**src/ias_regs.vh**
```
// Register map, field positions and constants of the address setup block
`ifndef IAS_REGS_VH
`define IAS_REGS_VH
// Byte offsets
`define IAS_OFF_CTL0 8'h00
`define IAS_OFF_CTL1 8'h04
`define IAS_OFF_SADDR0 8'h08
`define IAS_OFF_STAT 8'h18
`define IAS_OFF_STATC 8'h1c
`define IAS_ADDR_W 8
// Reset values
`define IAS_RST_WORD 32'h0000_0000
`define IAS_RST_ADDR 10'h000
// Control 0 fields
`define IAS_BIT_EN 0
// Control 1 fields
`define IAS_BIT_START 13
`define IAS_BIT_HEAD 12
`define IAS_BIT_WIDE 11
`define IAS_BIT_DIR 10
`define IAS_TA_HI 9
`define IAS_TA_LO 0
// Own address 0 fields
`define IAS_BIT_OAEN 15
`define IAS_BIT_OAFMT 10
`define IAS_OA_HI 9
`define IAS_OA_LO 0
// Status and status clear fields
`define IAS_BIT_SENT 3
// 10-bit header prefix
`define IAS_HDR10 5'h1e
// AHB encodings
`define IAS_HTRANS_NSEQ_BIT 1
`define IAS_HRESP_OKAY 1'b0
`endif

```
**src/ias_addr_seq.v**
```verilog
// Master address sequencer: START, header and address bytes
`timescale 1ns/1ns
module ias_addr_seq (
   input wire hclk,
   input wire hresetn,
   input wire start_req,
   input wire abort,
   input wire wide,
   input wire dir,
   input wire head_only,
   input wire [9:0] target,
   input wire cond_done,
   input wire byte_done,
   output reg cond_req_r,
   output reg cond_rep_r,
   output reg [7:0] tx_byte_r,
   output reg tx_valid_r,
   output reg sent_r
);
`include "ias_regs.vh"
localparam S_IDLE = 3'd0;
localparam S_SCOND = 3'd1;
localparam S_B1 = 3'd2;
localparam S_B2 = 3'd3;
localparam S_RCOND = 3'd4;
localparam S_B3 = 3'd5;
localparam S_WAIT = 3'd6;
reg [2:0] st_r;
wire [7:0] hdr_w = {`IAS_HDR10, target[9:8], 1'b0};
wire [7:0] hdr_r = {`IAS_HDR10, target[9:8], 1'b1};
// Sequence walk; a request is served once and waits for its clear
always @(posedge hclk or negedge hresetn) begin
   if (!hresetn) begin
      st_r <= S_IDLE;
      cond_req_r <= 1'b0;
      cond_rep_r <= 1'b0;
      tx_byte_r <= 8'h00;
      tx_valid_r <= 1'b0;
      sent_r <= 1'b0;
   end else begin
      cond_req_r <= 1'b0;
      tx_valid_r <= 1'b0;
      sent_r <= 1'b0;
      if (abort) begin
         st_r <= S_IDLE;
      end else begin
         case (st_r)
            S_IDLE: begin
               if (start_req) begin
                  cond_req_r <= 1'b1;
                  // RULE_05 header only
                  if (wide && dir && head_only) begin
                     cond_rep_r <= 1'b1;
                     st_r <= S_RCOND;
                  end else begin
                     cond_rep_r <= 1'b0;
                     st_r <= S_SCOND;
                  end
               end
            end
            S_SCOND: begin
               if (cond_done) begin
                  tx_valid_r <= 1'b1;
                  // RULE_09 seven bit byte
                  if (!wide) tx_byte_r <= {target[7:1], dir};
                  else tx_byte_r <= hdr_w;
                  st_r <= S_B1;
               end
            end
            S_B1: begin
               if (byte_done) begin
                  if (!wide) begin
                     sent_r <= 1'b1;
                     st_r <= S_WAIT;
                  end else begin
                     // RULE_10 second address byte
                     tx_byte_r <= target[7:0];
                     tx_valid_r <= 1'b1;
                     st_r <= S_B2;
                  end
               end
            end
            S_B2: begin
               if (byte_done) begin
                  // RULE_04 restart then read
                  if (dir) begin
                     cond_req_r <= 1'b1;
                     cond_rep_r <= 1'b1;
                     st_r <= S_RCOND;
                  end else begin
                     sent_r <= 1'b1;
                     st_r <= S_WAIT;
                  end
               end
            end
            S_RCOND: begin
               if (cond_done) begin
                  tx_byte_r <= hdr_r;
                  tx_valid_r <= 1'b1;
                  st_r <= S_B3;
               end
            end
            S_B3: begin
               if (byte_done) begin
                  sent_r <= 1'b1;
                  st_r <= S_WAIT;
               end
            end
            S_WAIT: begin
               if (!start_req) st_r <= S_IDLE;
            end
            default: st_r <= S_IDLE;
         endcase
      end
   end
end
endmodule // ias_addr_seq

```
**src/ias_own_match.v**
```verilog
// Own address 0 comparator for received address bytes
`timescale 1ns/1ns
module ias_own_match (
   input wire hclk,
   input wire hresetn,
   input wire oa_en,
   input wire oa_fmt,
   input wire [9:0] own_addr,
   input wire rx_valid,
   input wire [7:0] rx_first,
   input wire [7:0] rx_second,
   output reg match_r
);
`include "ias_regs.vh"
wire [9:0] rx_cat = {rx_first[2:1], rx_second};
wire [9:0] eq;
genvar i;
// Per bit equality against the stored address
generate
   for (i = 0; i < 10; i = i + 1) begin : g_eq
      assign eq[i] = ~(rx_cat[i] ^ own_addr[i]);
   end
endgenerate
wire hit7 = (rx_first[7:1] == own_addr[7:1]);
wire hit10 = (rx_first[7:3] == `IAS_HDR10) && (&eq);
// Match pulse, gated by enable and format
always @(posedge hclk or negedge hresetn) begin
   if (!hresetn) begin
      match_r <= 1'b0;
   end else begin
      // RULE_12 RULE_13 RULE_17 compare
      match_r <= rx_valid && oa_en && (oa_fmt ? hit10 : hit7);
   end
end
endmodule // ias_own_match

```
**src/ias_top.v**
```verilog
// AHB-Lite register slave and master/slave address setup
// Overview of operation
// RULE_01 - Writing one to start requests START
// RULE_02 - Start cleared on sent, loss, timeout, disable
// RULE_03 - Address-sent clear write also drops start
// RULE_04 - Header-only 0: full ten bit read sequence
// RULE_05 - Header-only 1: restart plus read header
// RULE_06 - Header-only bit locked while start pending
// RULE_07 - Wide select picks seven or ten bits
// RULE_08 - Direction bit, locked while start pending
// RULE_09 - Seven bit uses target bits 7:1
// RULE_10 - Ten bit uses whole target field
// RULE_11 - Target field locked while start pending
// RULE_12 - Own address enable turns recognition on
// RULE_13 - Format bit picks seven or ten bits
// RULE_14 - Own address field layout as stored
// RULE_15 - Software leaves own address alone when enabled
// RULE_16 - Software keeps reserved bits at reset
// RULE_17 - Seven bit match uses own bits 7:1
`timescale 1ns/1ns
module ias_top (
   input wire hclk,
   input wire hresetn,
   input wire hsel,
   input wire [31:0] haddr,
   input wire [1:0] htrans,
   input wire hwrite,
   input wire [2:0] hsize,
   input wire [31:0] hwdata,
   input wire hready,
   output reg [31:0] hrdata_r,
   output reg hreadyout_r,
   output reg hresp_r,
   input wire arb_lost,
   input wire timeout_evt,
   input wire cond_done,
   input wire byte_done,
   input wire rx_valid,
   input wire [7:0] rx_first,
   input wire [7:0] rx_second,
   output wire cond_req,
   output wire cond_rep,
   output wire [7:0] tx_byte,
   output wire tx_valid,
   output wire own_match,
   output reg peripheral_enable_r,
   output reg start_req_r,
   output reg master_direction_r,
   output reg master_wide_addressing_r,
   output reg addr_sent_flag_r
);
`include "ias_regs.vh"

// Address phase capture
reg wr_pend_r;
reg rd_pend_r;
reg [`IAS_ADDR_W-1:0] dp_addr_r;

// Control 1 fields
reg read_header_only_r;
reg [9:0] target_address_r;

// Own address 0 fields
reg own_addr0_enable_r;
reg own_addr0_format_r;
reg [9:0] own_addr0_r;

// Sequencer handshake
wire seq_sent;
wire seq_abort;

// Write strobes decoded in the data phase
wire acc;
wire wr_ctl0;
wire wr_ctl1;
wire wr_saddr0;
wire wr_statc;
wire sent_clr;
wire hw_start_clr;
wire start_set;

// Read mux
reg [31:0] rd_mux;

// Request is taken on NONSEQ or SEQ (htrans bit 1 high) with hsel and hready high
assign acc = hsel && hready && htrans[`IAS_HTRANS_NSEQ_BIT];

// Data phase write decodes
assign wr_ctl0 = wr_pend_r && (dp_addr_r == `IAS_OFF_CTL0);
assign wr_ctl1 = wr_pend_r && (dp_addr_r == `IAS_OFF_CTL1);
assign wr_saddr0 = wr_pend_r && (dp_addr_r == `IAS_OFF_SADDR0);
assign wr_statc = wr_pend_r && (dp_addr_r == `IAS_OFF_STATC);

// RULE_03 clear request bit
assign sent_clr = wr_statc && hwdata[`IAS_BIT_SENT];

// RULE_02 hardware clear sources
assign hw_start_clr = seq_sent || arb_lost || timeout_evt || sent_clr;

// RULE_01 software start set
assign start_set = wr_ctl1 && hwdata[`IAS_BIT_START] && peripheral_enable_r;

// Sequencer stops on loss, timeout, software clear or disable
assign seq_abort = arb_lost || timeout_evt || sent_clr || !peripheral_enable_r;

// Address phase latch and wait state for reads
always @(posedge hclk or negedge hresetn) begin
   if (!hresetn) begin
      wr_pend_r <= 1'b0;
      rd_pend_r <= 1'b0;
      dp_addr_r <= 8'h00;
      hreadyout_r <= 1'b1;
      hresp_r <= `IAS_HRESP_OKAY;
   end else begin
      hresp_r <= `IAS_HRESP_OKAY;
      if (acc) begin
         wr_pend_r <= hwrite;
         rd_pend_r <= !hwrite;
         dp_addr_r <= {haddr[`IAS_ADDR_W-1:2], 2'b00};
         hreadyout_r <= hwrite; // One wait state on reads
      end else if (hready) begin
         wr_pend_r <= 1'b0;
         rd_pend_r <= 1'b0;
         hreadyout_r <= 1'b1;
      end else begin
         hreadyout_r <= 1'b1;
      end
   end
end

// Read data assembled from live register state
always @* begin
   rd_mux = `IAS_RST_WORD;
   case (dp_addr_r)
      `IAS_OFF_CTL0: begin
         rd_mux[`IAS_BIT_EN] = peripheral_enable_r;
      end
      `IAS_OFF_CTL1: begin
         rd_mux[`IAS_BIT_START] = start_req_r;
         rd_mux[`IAS_BIT_HEAD] = read_header_only_r;
         rd_mux[`IAS_BIT_WIDE] = master_wide_addressing_r;
         rd_mux[`IAS_BIT_DIR] = master_direction_r;
         rd_mux[`IAS_TA_HI:`IAS_TA_LO] = target_address_r;
      end
      `IAS_OFF_SADDR0: begin
         // RULE_14 own address layout
         rd_mux[`IAS_BIT_OAEN] = own_addr0_enable_r;
         rd_mux[`IAS_BIT_OAFMT] = own_addr0_format_r;
         rd_mux[`IAS_OA_HI:`IAS_OA_LO] = own_addr0_r;
      end
      `IAS_OFF_STAT: begin
         rd_mux[`IAS_BIT_SENT] = addr_sent_flag_r;
      end
      default: begin
         rd_mux = `IAS_RST_WORD;
      end
   endcase
end

// Read data register, loaded during the wait cycle
always @(posedge hclk or negedge hresetn) begin
   if (!hresetn) begin
      hrdata_r <= `IAS_RST_WORD;
   end else if (rd_pend_r && !hreadyout_r) begin
      hrdata_r <= rd_mux;
   end
end

// Peripheral enable
always @(posedge hclk or negedge hresetn) begin
   if (!hresetn) begin
      peripheral_enable_r <= 1'b0;
   end else if (wr_ctl0) begin
      peripheral_enable_r <= hwdata[`IAS_BIT_EN];
   end
end

// Start request: set by software, cleared by hardware or by a status clear or disabling write
always @(posedge hclk or negedge hresetn) begin
   if (!hresetn) begin
      start_req_r <= 1'b0;
   end else if (!peripheral_enable_r || (wr_ctl0 && !hwdata[`IAS_BIT_EN])) begin
      // RULE_02 disable clears start, also on the disabling write itself
      start_req_r <= 1'b0;
   end else if (start_set) begin
      start_req_r <= 1'b1; // Set wins over a clear
   end else if (hw_start_clr) begin
      start_req_r <= 1'b0;
   end
end

// Master address fields, frozen while start is pending
always @(posedge hclk or negedge hresetn) begin
   if (!hresetn) begin
      read_header_only_r <= 1'b0;
      master_wide_addressing_r <= 1'b0;
      master_direction_r <= 1'b0;
      target_address_r <= `IAS_RST_ADDR;
   end else if (wr_ctl1 && !start_req_r) begin
      // RULE_06 header bit lock
      read_header_only_r <= hwdata[`IAS_BIT_HEAD];
      // RULE_07 wide select lock
      master_wide_addressing_r <= hwdata[`IAS_BIT_WIDE];
      // RULE_08 direction lock
      master_direction_r <= hwdata[`IAS_BIT_DIR];
      // RULE_11 target lock
      target_address_r <= hwdata[`IAS_TA_HI:`IAS_TA_LO];
   end
end

// Own address 0 register, reserved bits not stored
always @(posedge hclk or negedge hresetn) begin
   if (!hresetn) begin
      own_addr0_enable_r <= 1'b0;
      own_addr0_format_r <= 1'b0;
      own_addr0_r <= `IAS_RST_ADDR;
   end else if (wr_saddr0) begin
      // RULE_12 enable bit
      own_addr0_enable_r <= hwdata[`IAS_BIT_OAEN];
      // RULE_13 format bit
      own_addr0_format_r <= hwdata[`IAS_BIT_OAFMT];
      // RULE_14 address field
      own_addr0_r <= hwdata[`IAS_OA_HI:`IAS_OA_LO];
   end
end

// Address sent flag, the set wins over the clear
always @(posedge hclk or negedge hresetn) begin
   if (!hresetn) begin
      addr_sent_flag_r <= 1'b0;
   end else if (seq_sent) begin
      addr_sent_flag_r <= 1'b1;
   end else if (sent_clr || !peripheral_enable_r) begin
      addr_sent_flag_r <= 1'b0;
   end
end

// Master address sequencer
ias_addr_seq u_seq (
   .hclk(hclk),
   .hresetn(hresetn),
   .start_req(start_req_r),
   .abort(seq_abort),
   .wide(master_wide_addressing_r),
   .dir(master_direction_r),
   .head_only(read_header_only_r),
   .target(target_address_r),
   .cond_done(cond_done),
   .byte_done(byte_done),
   .cond_req_r(cond_req),
   .cond_rep_r(cond_rep),
   .tx_byte_r(tx_byte),
   .tx_valid_r(tx_valid),
   .sent_r(seq_sent)
);

// Own address comparator
ias_own_match u_match (
   .hclk(hclk),
   .hresetn(hresetn),
   .oa_en(own_addr0_enable_r && peripheral_enable_r),
   .oa_fmt(own_addr0_format_r),
   .own_addr(own_addr0_r),
   .rx_valid(rx_valid),
   .rx_first(rx_first),
   .rx_second(rx_second),
   .match_r(own_match)
);

endmodule // ias_top

```
**config.mk**
```make
export PLATFORM = sky130hd
export DESIGN_NAME = ias_top
export DESIGN_NICKNAME = d
export VERILOG_FILES = /design/src/ias_addr_seq.v /design/src/ias_own_match.v /design/src/ias_top.v
export VERILOG_INCLUDE_DIRS = /design/src
export SDC_FILE = /design/constraint.sdc
export NUM_CORES = 1
export LEC_CHECK = 0
export BUFFER_PORTS_ARGS = -buffer_cell sky130_fd_sc_hd__buf_2
export CORE_UTILIZATION = 52
export CTS_CLUSTER_DIAMETER = 120
export DETAILED_ROUTE_END_ITERATION = 10
export PLACE_DENSITY = 0.95
export SYNTH_ARGS = -nofsm -noshare
export SYNTH_HDL_FRONTEND = slang
export SYNTH_SLANG_ARGS = --single-unit
```
**constraint.sdc**
```tcl
create_clock -name hclk -period 3.3 [get_ports hclk]
set_clock_uncertainty 0.15 [all_clocks]
set_input_delay 0.66 -clock hclk [delete_from_list [all_inputs] [get_ports hclk]]
set_output_delay 0.66 -clock hclk [all_outputs]
set_load 0.05 [all_outputs]
```
**After elaboration in Yosys (flattened, before gate mapping)**

Cells that the tools add are included.
W data, S select, Z words.

- Output and inout bits: 51
- Word-level logic and storage cells: 168
- Input port bits: 95
- Bits in registers: 68

- Equal/unequal tests: 26
- Mux-type cells: 56
- Reduce and logical (&&, ||, !) cells: 43
- Bitwise gates (word level): 21

Operator list:

| operator | count |
|---|---|
| $mux W8 | 5 |
| $mux W3 | 11 |
| $mux W1 | 29 |
| $pmux W8 S3 | 1 |
| $ne A3 B3 Y1 const B | 7 |
| $pmux W3 S7 | 1 |
| $logic_and A1 B1 Y1 | 18 |
| $ne A2 B2 Y1 const B | 7 |
| $pmux W7 S2 | 1 |
| $eq A6 B3 Y1 const B | 2 |
| $not A1 Y1 | 11 |
| $reduce_and A10 Y1 | 1 |
| $xor A1 B1 Y1 | 10 |
| $eq A3 B3 Y1 const B | 3 |
| $pmux W1 S3 | 3 |
| $logic_not A8 Y1 | 1 |
| $logic_or A1 B1 Y1 | 8 |
| $eq A7 B7 Y1 | 1 |
| $reduce_and A7 Y1 | 1 |
| $eq A3 B2 Y1 const B | 2 |
| $eq A6 B1 Y1 const B | 1 |
| $eq A6 B2 Y1 const B | 1 |
| $pmux W1 S2 | 3 |
| $reduce_and A6 Y1 | 1 |
| other kinds (10) | 17 |

**Depth between registers and ports, before layout**

Gate-level depths: netlist of the first run.

- Depth after elaboration: 7
- Gate-level depth with buffers: 6
- Depth with buffers taken out: 4

**Cells and area by module**

From an unflattened synthesis of the first run, not the netlist that was laid out.

- Cell total of the unflattened synthesis: 302
- Area total of the unflattened synthesis: 3,656.0 µm²

By module, submodules not included:

| module | cells each | area each (µm²) | sequential area each (µm²) | instances |
|---|---|---|---|---|
| ias_top | 171 | 2,369.8 | 1,302.5 | 1 |
| ias_addr_seq | 102 | 1,048.5 | 375.4 | 1 |
| ias_own_match | 29 | 237.7 | 25.0 | 1 |

**Least setup slack after synthesis of the first run**

OpenSTA, ideal clock, no wires.

- Path type: register to register
- Start point: register peripheral_enable_r
- End point: register u_seq.tx_byte_r[1]
- Slack: 1.119 ns
- Buffers on the path: 0
- Arrival: 1.907 ns
- Required time: 3.025 ns
- Cell stages (with the launch flop): 5
- Period minus slack after synthesis: 2.181 ns
- Cell sequence: dfrtp_1 > or3b_1 > a31o_4 > a21oi_4 > mux2_2

- Cells in the longest elaborated chain, start to end: 4

RTL lines:

| what | line | text |
|---|---|---|
| start, declared | ias_top.v:46 | `output reg peripheral_enable_r,` |
| start signal, assigned | ias_top.v:174 | `` peripheral_enable_r <= hwdata[`IAS_BIT_EN]; `` |
| $logic_not A1 Y1 | ias_top.v:104 | `assign seq_abort = arb_lost \|\| timeout_evt \|\| sent_clr \|\| !peripheral_enable_r;` |
| $logic_or A1 B1 Y1 | ias_top.v:104 |  |
| $not A1 Y1 (no line) | n/a |  |
| $reduce_and A6 Y1 (no line) | n/a |  |
| end signal, assigned | ias_addr_seq.v:66 | `else tx_byte_r <= hdr_w;` |
| end signal, assigned | ias_addr_seq.v:77 | `tx_byte_r <= target[7:0];` |
| end signal, assigned | ias_addr_seq.v:98 | `tx_byte_r <= hdr_r;` |
| end, declared | ias_addr_seq.v:16 | `output reg [7:0] tx_byte_r,` |

No other way between the ends.
A chain may end at the register's enable or synchronous reset.

**Final worst setup path of the first run**

- Start point: register u_seq.st_r[1]
- End point: register u_seq.tx_byte_r[1]

- Cells in the longest elaborated chain, start to end: 3
- Elaborated cells on any way between the ends: 10

RTL lines:

| what | line | text |
|---|---|---|
| start, declared | ias_addr_seq.v:28 | `reg [2:0] st_r;` |
| start signal, assigned | ias_addr_seq.v:34 | `st_r <= S_IDLE;` |
| start signal, assigned | ias_addr_seq.v:45 | `st_r <= S_IDLE;` |
| start signal, assigned | ias_addr_seq.v:54 | `st_r <= S_RCOND;` |
| $eq A3 B2 Y1, or another cell as far along | ias_addr_seq.v:47 | `case (st_r)` |
| $ne A2 B2 Y1 (no line) / $reduce_bool A3 Y1 (equally long branches) | n/a |  |
| $reduce_and A6 Y1 (no line) | n/a |  |
| end signal, assigned | ias_addr_seq.v:65 | `if (!wide) tx_byte_r <= {target[7:1], dir};` |
| end signal, assigned | ias_addr_seq.v:66 |  |
| end signal, assigned | ias_addr_seq.v:77 |  |

Several ways; a longest one is shown, not always the timed one.

==> results of run 1 <==
-- logic make-up (layout without fill, tap and decap cells) --
kind of cell / count (synthesis) / in the layout / share of synthesized area [%]
muxes: 49 / 49 / 16.31
buffers and inverters: 37 / 106 / 6.328
other: 1 / 19 / 0.1096
and+or+nand+nor: 80 / 80 / 13.53
DFF: 68 / 68 / 49.78
AOI/OAI and AO/OA: 43 / 43 / 9.583
xor gates and xnor gates: 17 / 17 / 4.353
-- flip-flops by register name (all words and copies together) (netlist names) --
signal	count
own_addr0_enable_r	1
master_direction_r	1
master_wide_addressing_r	1
read_header_only_r	1
u_seq.cond_req_r	1
start_req_r	1
target_address_r	10
wr_pend_r	1
u_match.match_r	1
peripheral_enable_r	1
own_addr0_r	10
own_addr0_format_r	1
u_seq.tx_valid_r	1
u_seq.cond_rep_r	1
u_seq.tx_byte_r	8
u_seq.sent_r	1
dp_addr_r	6
addr_sent_flag_r	1
rd_pend_r	1
hrdata_r	15
hreadyout_r	1
u_seq.st_r	3
-- cells in the final DEF (no fill, tap or decap), drive strengths merged, types with 5 or more instances in the layout --
master  Yosys  routed
clkbuf      8      14
nor3        7       7
a22oi      11      11
dfrtp      67      67
inv         7       7
xor2       14      14
nand3       7       7
o21ai       5       5
nor2        8       8
nand2      26      26
mux2       44      44
a21oi       6       6
buf        22      83
nand2b     12      12
conb        1      18
-- per-layer routing --
layer | vias up | routed length, um
met5 | - | 0
met4 | 0 | 252
met3 | 23 | 523
met2 | 108 | 3971
met1 | 1240 | 2828
li1 | 1184 | -
-- critical path: stages (launching register included) --
cell and delay (ps):
dfrtp_1 630, o21bai_1 150, a22oi_2 490, mux2_2 400, mux2_2 260
-- area by class of cell --
type | count | area (um2) | share of cell area, %
diodes | 1 | 2.502 | 0.06250
clock buffers | 14 | 162.7 | 4.063
clock inverters | 2 | 10.01 | 0.2500
inverters | 7 | 26.28 | 0.6563
multi-input cells | 207 | 1565 | 39.09
flip-flops and latches | 68 | 1703 | 42.53
well taps | 77 | 96.34 | 2.406
repair buffers | 83 | 437.9 | 10.94
-- metrics by stage --
stage | std cells | util (%)
after global placement | 442 | 60.30
after global routing | 459 | 63.05
after floorplan | 312 | -
after detailed placement | 442 | 60.30
after CTS | 458 | 63.01
final | 459 | 63.05
-- power groups by stage --
| stage | Sequential [mW] | Combinational, mW | Clock [mW] |
|---|---|---|---|
| finish | 1.05 | 0.376 | 0.599 |
| detailed placement | 1.06 | 0.375 | 0 |
| floorplan | 1.05 | 0.273 | 0 |
| global route | 1.06 | 0.407 | 0.662 |
| CTS | 1.04 | 0.378 | 0.616 |
| global placement | 1.05 | 0.362 | 0 |
-- worst max path at each step --
| stage | slack [ps] | endpoint | startpoint |
|---|---|---|---|
| final | 1100 | u_seq.tx_byte_r[1] | u_seq.st_r[1] |
| after global routing | 980 | u_seq.tx_byte_r[1] | u_seq.st_r[1] |
| after CTS | 1120 | u_seq.tx_byte_r[1] | u_seq.st_r[1] |
| after detailed placement | 900 | u_seq.tx_byte_r[4] | timeout_evt |
| after global placement | 910 | u_seq.tx_byte_r[4] | timeout_evt |
| after floorplan | 1120 | u_seq.tx_byte_r[1] | peripheral_enable_r |
==> impl_metrics.py, run 1 <==
metrics = {
    "run_status": {
        "status": "finished, final reports clean",
    },
    "power_and_ir_drop": {
        "pwr_density_cell_nw_per_um2": 504.8,
        "swShare_pct": 30.76,
        "p_seq_share_pct": 51.8,
        "clockPowerShare_pct": 29.6,
        "finalPower_mw": 2.021,
        "power_frac_comb_pct": 18.6,
        "p_sw_mw": 0.6218,
        "p_leak_nw": 1.967,
        "peakVddDrop_uv": 385.9,
        "p_int_mw": 1.399,
    },
    "global_routing": {
        "use_met1_pct": 27.23,
        "gr-usage-all-layers_pct": 23.46,
        "met2_usage_pct": 40.39,
        "grt_pass1_wl_mm": 12.56,
        "grt_util_met3_pct": 6.958,
        "grt_pass1_vias": 2624,
        "busiest_layer": "met2",
        "grt_start_max_net_pins": 39,
        "overflow": 0,
        "antenna_found_initial": 1,
    },
    "placed_design": {
        "post-place-ws_ps": 901.7,
        "routabilityCongestion": 0.8727,
        "dp_hpwl_mm": 5.463,
        "placed_cell_area_um2": 3829,
        "port_buffers": 79,
    },
    "route": {
        "vias": 2555,
        "drt_wl_total_mm": 7.576,
        "vias_per_cell": 5.566,
        "remaining_drc_errors": 0,
        "wire_per_inst_um": 16.51,
        "drtIter0Drc": 121,
        "drtAntennaViolNets": 0,
        "dr.pass1.iters": 4,
    },
    "critical_path": {
        "end_kind": "flip-flop",
        "start_kind": "flip-flop",
        "path_class": "flip-flop to flip-flop",
        "required_ps": 3380,
        "worst_ep_arrival_time_ps": 2270,
        "worst_r2r_startpoint": "u_seq.st_r[1]",
        "r2r_cells": 4,
        "worstPathMaxFanout": 17,
        "r2r_setup_slack_ps": 1100,
        "timing.rr.end": "u_seq.tx_byte_r[1]",
    },
    "min_path": {
        "min_path_type": "primary input to asynchronous set/reset pin",
    },
    "synth": {
        "yosys.cell_count.top_type": "dfrtp_1",
        "synthCells": 295,
        "synth-edff-count": 0,
        "synthArstFlopShare_pct": 100.0,
        "synth_cell_types": 53,
        "yosysSeqAreaShare_pct": 49.78,
        "synthesis.area_um2": 3421,
        "ys_ff_latch": 68,
        "synth_top_area_share_pct": 49.01,
        "synthFlopType": "dfrtp_1",
        "syn_avg_cell_area_um2": 11.60,
        "netlist_top_cells_count": "dfrtp_1 (67), mux2_2 (43), nand2_1 (26)",
        "yosysTopAreaCell": "dfrtp_1",
        "yosys-top-cells-area": "dfrtp_1 (49%), mux2_2 (14%), buf_4 (4.4%)",
        "yosys_warnings": 0,
    },
    "sta": {
        "whs_ps": 214.7,
        "tightest_slew_ps": 714.2,
        "worst_slew_margin_rel_pct": 52.39,
        "setup_viol": 0,
        "slew_viol_final": 0,
        "tns_ps": 0,
        "min_period_ps": 2197,
        "max_freq_mhz": 455.2,
        "setup_ws_ps": 1103,
        "finalHoldViolations": 0,
        "fin_crit_sh_pct": 66.56,
        "rsz0062_at_grt": "false",
    },
    "clock_tree": {
        "postCtsSetupRepairBufs": 0,
        "numCtsBuffers": 9,
        "cts_buffer_depth": 2,
        "cts_resized": 0,
        "cts_sinks": 68,
        "hold_buffers": 0,
        "tritoncts": "built",
        "cts-root-buf": "clkbuf_8",
        "htree_num_levels": 3,
        "clkTransAtPathRegs_ps": 70,
        "clock_latency_ps": 340,
    },
    "floorplan": {
        "core_area_um2": 6350,
        "rows": 29,
        "die_x_um": 83.11,
        "die_y_um": 83.11,
        "ioPinCount": 146,
        "initial_core_util_pct": 53.87,
        "die_area_um2": 6906,
    },
    "finish": {
        "num-fill-cells": 494,
        "stdcell_area_um2": 4004,
        "drive_above_1_share_pct": 40.16,
        "fin_nets": 471,
        "area_growth_syn_to_layout_pct": 17.04,
    },
    "flow_run": {
        "max_cap_violations": 0,
    },
}
Note: power is estimated with default switching activity, not from simulation.
==> inputs of run 2 (changes only) <==
- CORE_UTILIZATION: 52 -> 43
- PLACE_DENSITY: 0.95 -> 0.85
- clock period: 3.3 -> 1.8 ns (I/O delays scaled with it)
==> impl_metrics.py, run 2 (same netlist as run 1, synthesis figures left out) <==
metrics = {
    "run_status": {
        "status": "complete, but fails checks",
        "violations": "negative setup slack",
    },
    "finish": {
        "layout_commonest_cell": "buf_2",
        "drive_above_1_share_pct": 52.97,
        "largest_reg_flops": 15,
        "num-fill-cells": 608,
        "fin_nets": 511,
        "final_util_pct": 60.38,
        "largestRegisters": "hrdata_r x15, own_addr0_r x10, target_address_r x10",
        "area_growth_syn_to_layout_pct": 36.39,
        "antenna_cells": 0,
        "top_register": "hrdata_r",
        "final_cell_mix": "buf_2 (79), dfrtp_1 (60), buf_4 (29)",
        "final_cells": 523,
    },
    "critical_path": {
        "start_kind": "flip-flop",
        "path_class": "flip-flop to flip-flop",
        "worstPathMaxFanout": 5,
        "required_ps": 1930,
        "end_kind": "flip-flop",
        "worst_ep_arrival_time_ps": 1970,
    },
    "clock_tree": {
        "clkTransAtPathRegs_ps": 70,
        "cts_sinks": 68,
        "clock_latency_ps": 350,
        "htree_num_levels": 3,
        "cts_buffer_depth": 2,
        "tritoncts": "built",
        "cts-root-buf": "clkbuf_8",
        "numCtsBuffers": 9,
    },
    "route": {
        "dr.pass1.iters": 4,
        "remaining_drc_errors": 0,
        "vias_per_cell": 5.262,
        "drtAntennaViolNets": 0,
        "drt_wl_total_mm": 8.772,
        "drtIter0Drc": 100,
        "vias": 2752,
        "wire_per_inst_um": 16.77,
    },
    "floorplan": {
        "die_y_um": 91.19,
        "rows": 32,
        "die_x_um": 91.19,
        "die_area_um2": 8316,
        "ioPinCount": 146,
        "initial_core_util_pct": 44.27,
        "core_area_um2": 7727,
    },
    "sta": {
        "min_period_ps": 1834,
        "finalHoldViolations": 0,
        "fin_crit_sh_pct": 101.9,
        "max_freq_mhz": 545.3,
        "setup_ws_ps": -33.70,
        "whs_ps": 85.27,
        "rsz0062_at_grt": "true",
        "tns_ps": -411.6,
        "setup_viol": 31,
        "slew_viol_final": 0,
    },
    "placed_design": {
        "dp_hpwl_mm": 6.065,
        "port_buffers": 79,
        "post-place-cells": 498,
        "routabilityCongestion": 0.8574,
    },
    "power_and_ir_drop": {
        "peakVddDrop_uv": 581.2,
        "p_leak_nw": 2.255,
        "pwr_density_cell_nw_per_um2": 873.2,
    },
    "global_routing": {
        "grt_pass1_wl_mm": 14.64,
        "grt_start_max_net_pins": 69,
        "grt_pass1_vias": 2902,
        "gr-usage-all-layers_pct": 22.90,
        "overflow": 0,
        "antenna_found_initial": 0,
    },
    "flow_run": {
        "max_cap_violations": 0,
    },
    "min_path": {
        "min_path_type": "primary input to flip-flop",
    },
}
-- run 2: cell types whose count changed in the layout (fill, tap and decap cells not counted), moves of 7 or more --
cell / before / now
a22oi_1: 10 / 1
dfrtp_2: 0 / 7
a22oi_2: 1 / 10
dfrtp_1: 67 / 60
mux2_4: 0 / 24
buf_4: 3 / 29
mux2_2: 43 / 20
buf_6: 0 / 8
-- run 2: through the flow --
stage | power (mW) | worst slack (ps) | instance area (um2)
finish | 4.074 | -33.70 | 4666
global route | 4.256 | -119.2 | 4666
CTS | 4.064 | -34.31 | 4596
detailed placement | 2.760 | -244.7 | 4165
global placement | 2.714 | -206.9 | 4165
floorplan | 2.455 | -228.2 | 3550
-- run 2: path summary, 6_finish.rpt --
path | start | endpoint | slack, ps | depth (start not counted)
max reg2reg | dp_addr_r[6] | hrdata_r[4] | -30 | 6
max in group asynchronous | hresetn | hreadyout_r | 760 | 3
min reg2reg | hrdata_r[15] | hrdata_r[15] | 340 | 2
min | hready | rd_pend_r | 90 | 2
min in group asynchronous | hresetn | own_addr0_r[1] | 410 | 3
max | dp_addr_r[6] | hrdata_r[4] | -30 | 6
-- run 2: per-layer routing --
layer	vias up	share of wire [%]	GRT usage, %
li1	1259	-	-
met5	-	0	0
met3	12	5.4	6.616
met2	103	52	40.40
met1	1378	41	27.58
met4	0	1.3	5.291
-- run 2: worst max-delay path, stage by stage, from the launching register on --
cell	delay, ps
dfrtp_1	420
or3_4	430
buf_6	140
nor4_4	300
buf_6	200
a22oi_2	60
nand2_1	70
-- run 2: what timing repair did --
action	4_1_cts	5_1_grt
pin swaps	13	2
setup endpoints to repair	45	48
buffers inserted	4	2
endpoints found under the hold margin	67	0
hold buffers	1	0
gates cloned	2	0
gates resized for setup	36	15
-- run 2: cell type report --
type	instances	area, um2	area share, %
repair buffers	122	798.3	17.11
well taps	102	127.6	2.735
clock buffers	9	123.9	2.655
clock inverters	7	75.07	1.609
multi-input cells	208	1803	38.64
flip-flops and latches	68	1712	36.69
inverters	7	26.28	0.5632
-- run 2: report_power, final --
part | internal [mW] | leakage, nW | switching [mW]
combinational | 0.432 | 1.29 | 0.470
clock | 0.646 | 0.0923 | 0.630
sequential | 1.69 | 0.877 | 0.205
total | 2.77 | 2.26 | 1.30
